## config.mk

```make
export PLATFORM = sky130hd
export DESIGN_NAME = deac_top
export DESIGN_NICKNAME = d
export VERILOG_FILES = /design/src/core/deac_pkg.sv /design/src/core/deac_top.sv
export SDC_FILE = /design/constraint.sdc
export NUM_CORES = 2
export LEC_CHECK = 0
export BUFFER_PORTS_ARGS = -buffer_cell sky130_fd_sc_hd__buf_4
export CAP_MARGIN = 20
export CORE_UTILIZATION = 40
export CTS_BUF_LIST = sky130_fd_sc_hd__clkbuf_4 sky130_fd_sc_hd__clkbuf_8 sky130_fd_sc_hd__clkbuf_16
export DETAILED_ROUTE_END_ITERATION = 16
export PLACE_DENSITY_LB_ADDON = 0.3
export SKIP_CTS_REPAIR_TIMING = 1
export SLEW_MARGIN = 20
export SYNTH_ARGS = -nofsm -noshare
export SYNTH_HDL_FRONTEND = slang
export SYNTH_SLANG_ARGS = --single-unit
```

## constraint.sdc

```tcl
create_clock -name CLOCK_I -period 12.1 [get_ports CLOCK_I]
set_clock_uncertainty 0.05 [all_clocks]
set_input_delay 0.605 -clock CLOCK_I [delete_from_list [all_inputs] [get_ports CLOCK_I]]
set_output_delay 0.605 -clock CLOCK_I [all_outputs]
set_load 0.03 [all_outputs]
```

## src/core/deac_pkg.sv

```systemverilog
// Package with register map, field positions and timing constants of the eeprom access control.
package deac_pkg;

  // ----------------------------------------------------------------------
  // Register map
  // ----------------------------------------------------------------------
  localparam logic [7:0] DEAC_OFS_CONTROL = 8'h00;
  localparam logic [7:0] DEAC_OFS_UNLOCK  = 8'h04;
  localparam logic [7:0] DEAC_OFS_DATA    = 8'h08;
  localparam logic [7:0] DEAC_OFS_ADDR    = 8'h0c;
  localparam logic [7:0] DEAC_OFS_FLAG    = 8'h10;

  // ----------------------------------------------------------------------
  // Field positions
  // ----------------------------------------------------------------------
  localparam int unsigned DEAC_BIT_READ   = 0;
  localparam int unsigned DEAC_BIT_START  = 1;
  localparam int unsigned DEAC_BIT_PERMIT = 2;
  localparam int unsigned DEAC_BIT_ABORT  = 3;
  localparam int unsigned DEAC_BIT_DONE   = 7;

  // ----------------------------------------------------------------------
  // Reset values and timing
  // ----------------------------------------------------------------------
  localparam logic [7:0]  DEAC_RST_DATA      = 8'h00;
  localparam logic [7:0]  DEAC_RST_ADDR      = 8'h00;
  localparam int unsigned DEAC_CLK_HZ        = 25000000;
  localparam int unsigned DEAC_WRITE_TIME_US = 5;
  localparam int unsigned DEAC_WRITE_CYCLES  = DEAC_WRITE_TIME_US * (DEAC_CLK_HZ / 1000000);
  localparam logic [1:0]  DEAC_RESP_OKAY     = 2'b00;
  localparam logic [1:0]  DEAC_RESP_SLVERR   = 2'b10;

  typedef enum logic [1:0] {
    DEAC_IDLE  = 2'b00,
    DEAC_WRITE = 2'b01
  } deac_state_t;

  typedef struct packed {
    logic abort;
    logic permit;
    logic start;
    logic read;
  } deac_ctrl_t;

endpackage : deac_pkg

```

## src/core/deac_top.sv

```systemverilog
// Eeprom access control block with an AXI4-Lite register slave.

// Operation
// RULE1 - Control register bits 7-4 read zero
// RULE2 - Software can only set read and start
// RULE3 - Hardware clears read and start on completion
// RULE4 - Read completes in one cycle
// RULE5 - Permit bit cleared at power-up
// RULE6 - Write starts only while permit set
// RULE7 - Abort flag set by aborting reset
// RULE8 - Abort flag one means last write aborted
// RULE9 - Aborting reset clears data and address
// RULE10 - Software checks abort, reloads, rewrites
// RULE11 - Done flag set when write completes
// RULE12 - Software clears done flag itself
// RULE13 - Unlock register reads all zeros
// RULE14 - Unlock access has no other effect
// RULE15 - Start bit zero means write finished
// RULE16 - Abort bit3, permit bit2, start bit1, read bit0
// RULE17 - Software leaves registers alone during write
// RULE18 - Start clear and done set together
module deac_top
  import deac_pkg::*;
#(
  parameter int unsigned WRITE_CYCLES = DEAC_WRITE_CYCLES,
  parameter int unsigned MEM_DEPTH    = 256
) (
  input  wire logic        CLOCK_I,
  input  wire logic        RESET_N_I,
  input  wire logic        POWER_ON_RESET_I,
  input  wire logic        EXT_RESET_I,
  input  wire logic        WATCHDOG_RESET_I,
  input  wire logic        BROWNOUT_RESET_I,
  input  wire logic [7:0]  S_AXI_AWADDR_I,
  input  wire logic        S_AXI_AWVALID_I,
  output logic             S_AXI_AWREADY_O,
  input  wire logic [31:0] S_AXI_WDATA_I,
  input  wire logic [3:0]  S_AXI_WSTRB_I,
  input  wire logic        S_AXI_WVALID_I,
  output logic             S_AXI_WREADY_O,
  output logic [1:0]       S_AXI_BRESP_O,
  output logic             S_AXI_BVALID_O,
  input  wire logic        S_AXI_BREADY_I,
  input  wire logic [7:0]  S_AXI_ARADDR_I,
  input  wire logic        S_AXI_ARVALID_I,
  output logic             S_AXI_ARREADY_O,
  output logic [31:0]      S_AXI_RDATA_O,
  output logic [1:0]       S_AXI_RRESP_O,
  output logic             S_AXI_RVALID_O,
  input  wire logic        S_AXI_RREADY_I,
  output logic             WRITE_BUSY_O
);

  initial begin
    if (WRITE_CYCLES < 1 || WRITE_CYCLES > 65535) begin
      $error("WRITE_CYCLES out of range");
    end
    if (MEM_DEPTH < 1 || MEM_DEPTH > 256) begin
      $error("MEM_DEPTH out of range");
    end
  end

  function automatic logic known_ofs(input logic [7:0] a);
    return (a == DEAC_OFS_CONTROL) || (a == DEAC_OFS_UNLOCK) || (a == DEAC_OFS_DATA) ||
           (a == DEAC_OFS_ADDR) || (a == DEAC_OFS_FLAG);
  endfunction : known_ofs

  // ----------------------------------------------------------------------
  // Bus write channel
  // ----------------------------------------------------------------------
  logic [7:0]  aw_addr;
  logic        aw_held;
  logic [31:0] w_data;
  logic [3:0]  w_strb;
  logic        w_held;
  logic        wr_fire;
  logic        any_abort_reset;
  deac_ctrl_t  ctrl;
  logic        done_flag;
  logic [7:0]  data_reg;
  logic [7:0]  addr_reg;
  deac_state_t state;
  logic [15:0] wcount;
  logic [7:0]  mem [MEM_DEPTH];
  logic        write_finish;

  assign any_abort_reset = EXT_RESET_I | WATCHDOG_RESET_I | BROWNOUT_RESET_I;
  assign S_AXI_AWREADY_O = ~aw_held & ~S_AXI_BVALID_O;
  assign S_AXI_WREADY_O  = ~w_held & ~S_AXI_BVALID_O;
  assign wr_fire         = aw_held & w_held & ~S_AXI_BVALID_O;
  assign write_finish    = (state == DEAC_WRITE) && (wcount == 16'h0000);
  assign WRITE_BUSY_O    = ctrl.start;

  always_ff @(posedge CLOCK_I) begin
    if (!RESET_N_I) begin
      aw_held <= 1'b0;
      w_held  <= 1'b0;
      aw_addr <= 8'h00;
      w_data  <= 32'h0000_0000;
      w_strb  <= 4'h0;
    end else begin
      if (S_AXI_AWVALID_I && S_AXI_AWREADY_O) begin
        aw_held <= 1'b1;
        aw_addr <= S_AXI_AWADDR_I;
      end else if (wr_fire) begin
        aw_held <= 1'b0;
      end
      if (S_AXI_WVALID_I && S_AXI_WREADY_O) begin
        w_held <= 1'b1;
        w_data <= S_AXI_WDATA_I;
        w_strb <= S_AXI_WSTRB_I;
      end else if (wr_fire) begin
        w_held <= 1'b0;
      end
    end
  end

  always_ff @(posedge CLOCK_I) begin
    if (!RESET_N_I) begin
      S_AXI_BVALID_O <= 1'b0;
      S_AXI_BRESP_O  <= DEAC_RESP_OKAY;
    end else if (wr_fire) begin
      S_AXI_BVALID_O <= 1'b1;
      S_AXI_BRESP_O  <= known_ofs(aw_addr) ? DEAC_RESP_OKAY : DEAC_RESP_SLVERR;
    end else if (S_AXI_BREADY_I) begin
      S_AXI_BVALID_O <= 1'b0;
    end
  end

  logic wr_lane0;
  assign wr_lane0 = wr_fire & w_strb[0];

  // ----------------------------------------------------------------------
  // Control register and write engine
  // ----------------------------------------------------------------------
  always_ff @(posedge CLOCK_I) begin
    if (!RESET_N_I || POWER_ON_RESET_I) begin
      ctrl   <= '0;  // see RULE5
      state  <= DEAC_IDLE;
      wcount <= 16'h0000;
    end else if (any_abort_reset) begin
      ctrl.abort  <= ctrl.start | ctrl.abort;  // see RULE7
      ctrl.permit <= 1'b0;
      ctrl.start  <= 1'b0;
      ctrl.read   <= 1'b0;
      state       <= DEAC_IDLE;
      wcount      <= 16'h0000;
    end else begin
      ctrl.read <= 1'b0;  // see RULE4
      if (wr_lane0 && aw_addr == DEAC_OFS_CONTROL) begin
        ctrl.abort  <= w_data[DEAC_BIT_ABORT];  // see RULE8
        ctrl.permit <= w_data[DEAC_BIT_PERMIT];
        if (w_data[DEAC_BIT_READ]) begin
          ctrl.read <= 1'b1;  // see RULE2
        end
      end
      case (state)
        DEAC_IDLE: begin
          if (wr_lane0 && aw_addr == DEAC_OFS_CONTROL && w_data[DEAC_BIT_START] &&
              w_data[DEAC_BIT_PERMIT]) begin
            ctrl.start <= 1'b1;  // see RULE6
            state      <= DEAC_WRITE;
            wcount     <= 16'(WRITE_CYCLES - 1);
          end
        end
        DEAC_WRITE: begin
          if (write_finish) begin
            ctrl.start <= 1'b0;  // see RULE3
            state      <= DEAC_IDLE;
          end else begin
            wcount <= wcount - 16'h0001;
          end
        end
        default: begin
          state <= DEAC_IDLE;
        end
      endcase
    end
  end

  always_ff @(posedge CLOCK_I) begin
    if (!RESET_N_I || POWER_ON_RESET_I) begin
      done_flag <= 1'b0;
    end else if (write_finish && !any_abort_reset) begin
      done_flag <= 1'b1;  // see RULE11 see RULE18
    end else if (wr_lane0 && aw_addr == DEAC_OFS_FLAG) begin
      done_flag <= w_data[DEAC_BIT_DONE];
    end
  end

  // ----------------------------------------------------------------------
  // Data, address and storage
  // ----------------------------------------------------------------------
  always_ff @(posedge CLOCK_I) begin
    if (!RESET_N_I || POWER_ON_RESET_I || (any_abort_reset && ctrl.start)) begin
      data_reg <= DEAC_RST_DATA;  // see RULE9
      addr_reg <= DEAC_RST_ADDR;
    end else begin
      if (ctrl.read) begin
        data_reg <= mem[addr_reg];
      end else if (wr_lane0 && aw_addr == DEAC_OFS_DATA) begin
        data_reg <= w_data[7:0];
      end
      if (wr_lane0 && aw_addr == DEAC_OFS_ADDR) begin
        addr_reg <= w_data[7:0];
      end
    end
  end

  always_ff @(posedge CLOCK_I) begin
    if (write_finish && !any_abort_reset && RESET_N_I && !POWER_ON_RESET_I) begin
      mem[addr_reg] <= data_reg;
    end
  end

  // ----------------------------------------------------------------------
  // Bus read channel
  // ----------------------------------------------------------------------
  logic [31:0] rd_word;

  always_comb begin
    rd_word = 32'h0000_0000;
    case (S_AXI_ARADDR_I)
      DEAC_OFS_CONTROL: rd_word = {28'h0000000, ctrl};  // see RULE1 see RULE16 see RULE15
      DEAC_OFS_UNLOCK:  rd_word = 32'h0000_0000;        // see RULE13 see RULE14
      DEAC_OFS_DATA:    rd_word = {24'h000000, data_reg};
      DEAC_OFS_ADDR:    rd_word = {24'h000000, addr_reg};
      DEAC_OFS_FLAG:    rd_word = {24'h000000, done_flag, 7'h00};  // see RULE12
      default:          rd_word = 32'h0000_0000;
    endcase
  end

  assign S_AXI_ARREADY_O = ~S_AXI_RVALID_O;

  always_ff @(posedge CLOCK_I) begin
    if (!RESET_N_I) begin
      S_AXI_RVALID_O <= 1'b0;
      S_AXI_RDATA_O  <= 32'h0000_0000;
      S_AXI_RRESP_O  <= DEAC_RESP_OKAY;
    end else if (S_AXI_ARVALID_I && S_AXI_ARREADY_O) begin
      S_AXI_RVALID_O <= 1'b1;
      S_AXI_RDATA_O  <= rd_word;
      S_AXI_RRESP_O  <= known_ofs(S_AXI_ARADDR_I) ? DEAC_RESP_OKAY : DEAC_RESP_SLVERR;
    end else if (S_AXI_RREADY_I) begin
      S_AXI_RVALID_O <= 1'b0;
    end
  end

endmodule : deac_top

```

==> results.md <==
* Max reg flops at 2048
* DR iter-0 viols at 5521
* Relative max-transition margin at 0.133
* HP Class: in -> reg
* Number of enable flip-flop cells after synthesis at 2048
* Post-Route Setup TNS at 0 ps
* Place WS at 6980 ps
* Total clock sinks at 2124
* Worst skew pair latency at 880 ps
* # H-tree levels at 4
* RSZ-0062 raised after global routing: false
* Total power density per cell area at 155 nW/µm²
* Seq/Total Area, Yosys at 0.759
* CTS Root Cell: clkbuf_16
* Worst path slowest cell: a222oi_1
* Kind of cell adding the most delay to the critical path: buffers and inverters
* Biggest register: mem
* Antenna Cells at 0
* # port buffers at 51
* Drt drc at 0
* Routed vias at 43.1k
* First drt pass iteration count at 8
* Worst EP required at 12810 ps
* Clk slew on worst S/H paths at 60 ps
* RD Place Congestion at 0.868
* Top_reg_cell synth: edfxtp_1
* Vias in the first global route at 42.2k
* Fin crit period at 5180 ps
* Max IR drop VDD at 206 µV
* CTS buffer count at 209
* Syn-to-layout area delta at 12.7%
* CP endpoint kind: flop
* Max Slew Vio Count at 0
* Fin. Hold Viols at 0
* Synth top area share at 0.740
* Fin area at 93600 µm²
* Least-Margin Pin Slew at 1300 ps
* Syn Inst Count at 4250
* Global-route wire length before repair at 323 mm
* HPWL after DPL at 136 mm
* Share of cells above drive strength 1 at 0.229
* Fraction of registers with async set/reset at 0
* Die height at 458 µm
* Total Routed Length at 229 mm
* Area contributors post-synth: edfxtp_1, mux4_2, mux2i_1, dfxtp_1, nor2_1
* Max clock buf depth at 3
* Crit-path max cell delay at 1040 ps
* Synthesized flop and latch total at 2124
* CTS tree: done
* Critical path arrival at 5890 ps
* Nets@finish at 4454
* Outcome: finished, final reports clean
* LEAKAGE at 32.2 nW
* Setup-failing EPs final at 0
* Site row count at 166
* Startpoint types: flop
* I/O Pins at 105
* Largest net degree at the start of global routing at 205
* DIE AREA at 209000 µm²
* ANT nets after route at 0
* Wire per inst at 31.6 µm
* Crit-path most repeated cell: buf_4
* Post-Syn Area per Cell at 19.5 µm²
* Initial Util at 0.404
* Cells along the critical path: buf_4 -> buf_4 -> buf_4 -> mux4_2 -> nand2_1 -> and3_1 -> a31oi_1 -> a222oi_1 -> nor3_1 -> o311a_1
* Final worst slack at 6920 ps
* Maximum fanout along the worst path at 42
* Vias per std cell at 5.95
* Grt total ovfl at 0
* Die Wd at 458 µm
* Max-Cap Viols at 0
* GR Util All Layers at 0.217
* Crit Path Class: reg -> reg
* Initial antenna violation count at 10
* Placed inst area at 86600 µm²
* Synth warn at 0
* Largest regs: mem x2048, wcount x16
* Distinct cells, synth at 77
* Core area at 205000 µm²
* Dominant cell type by area after synthesis: edfxtp_1
* Critical path buffers and inverters at 3
* Max Freq at 193 MHz
* Post-Synthesis Cell Area at 83100 µm²
* Period utilisation layout at 0.428
layer usage:
metal / up-vias / GRT usage / part of all wire
met3: 384 / 0.0520 / 0.099
li1: 17569 / - / -
met4: 6 / 0.0747 / 0.035
met5: - / 0.00230 / 0.00041
met1: 22909 / 0.302 / 0.40
met2: 2228 / 0.336 / 0.46
power by group:
group          total, mW  internal (mW)  switching, mW  leakage [nW]
clock               6.47           3.66           2.81          3.41
sequential          7.94           7.93        0.00697          23.2
combinational     0.0547         0.0210         0.0337          5.56
total               14.5           11.6           2.85          32.2
area by class of cell:
| cell class | instances | area, µm² |
|---|---|---|
| fill | 17152 | 112000 |
| sequential | 2124 | 63100 |
| multi-input combinational | 1864 | 18800 |
| clock buffer | 262 | 5660 |
| tap | 2688 | 3360 |
| timing repair buffer | 175 | 1490 |
| clock inverter | 120 | 1130 |
| inverter | 16 | 66.3 |
Yosys cell counts, types with 4 or more instances:
cell       count
edfxtp_1    2048
mux4_2       473
nor2_1       344
nand2_1      245
mux2i_1      155
clkbuf_1     117
dfxtp_1       76
buf_2         74
a21oi_1       62
o21ai_0       51
o22ai_1       51
buf_4         47
nand3_1       43
a22oi_1       36
nor3_1        34
buf_1         29
nor2b_1       29
mux2_2        27
o221ai_1      23
a211oi_1      20
a21boi_0      20
a31oi_1       19
and2_1        15
inv_1         15
or3_1         13
nand2b_1      12
nor4_1        12
a2111oi_0     11
nand4_1       11
xnor2_1       10
a221oi_1       9
and3_1         9
o2111ai_1      7
o31ai_1        7
or2_2          7
a311oi_1       6
or4_1          6
a211o_1        5
a32oi_1        5
a21o_1         4
a22o_1         4
cells in the final DEF, fill, tap and decap left out, types with 13 or more instances in the layout:
master / instances
mux4_2: 473
a31oi_1: 19
a21oi_1: 62
dfxtp_1: 61
nand3_1: 37
nor3_1: 34
nor2_1: 339
clkbuf_16: 211
o22ai_1: 51
mux2_2: 27
mux2i_1: 155
and2_1: 15
o21ai_0: 50
a211oi_1: 20
clkinv_2: 42
edfxtp_1: 2048
a21boi_0: 20
buf_4: 146
conb_1: 26
o221ai_1: 23
bufinv_16: 16
inv_1: 13
clkinv_1: 44
clkbuf_4: 51
dlygate4sd3_1: 18
nand2_1: 245
or3_1: 13
nor2b_1: 27
a22oi_1: 36
kinds of logic after synthesis:
family	Yosys count	synth area share
AOI/OAI and AO/OA	373	0.0310
adders and majority gates	1	0.000151
and+or+nand+nor	798	0.0419
buffers and inverters	287	0.0164
DFF	2124	0.759
muxes	655	0.151
other	1	0.0000451
xor gates and xnor gates	11	0.00116
through the flow:
stage / total power, mW / instances / utilization / hold WS [ps]
floorplan: 8.14 / 4275 / - / 388
global placement: 8.15 / 6848 / 0.422 / 401
detailed placement: 8.15 / 6848 / 0.422 / 411
CTS: 14.5 / 7230 / 0.455 / -124
global route: 14.8 / 7249 / 0.456 / 26.6
finish: 14.5 / 7249 / 0.456 / 40.9
worst paths after layout:
check | from | endpoint | slack, ps | cells past startpoint
worst max-delay path | flop | data_reg[3] | 6920 | 10
worst max register to register | flop | data_reg[3] | 6920 | 10
worst min register to register | aw_addr[1] | aw_addr[1] | 410 | 2
worst min-delay path | S_AXI_WDATA_I[6] | w_data[6] | 40 | 3
worst reg2reg max path, delay by kind of cell, from the launching register on:
family / cells / cell delay [ps]
buf+inv: 3 / 1900
simple gates: 3 / 450
mux: 1 / 630
flops: 1 / 530
compound gates: 3 / 1510
(Power assumes the default switching activity.)
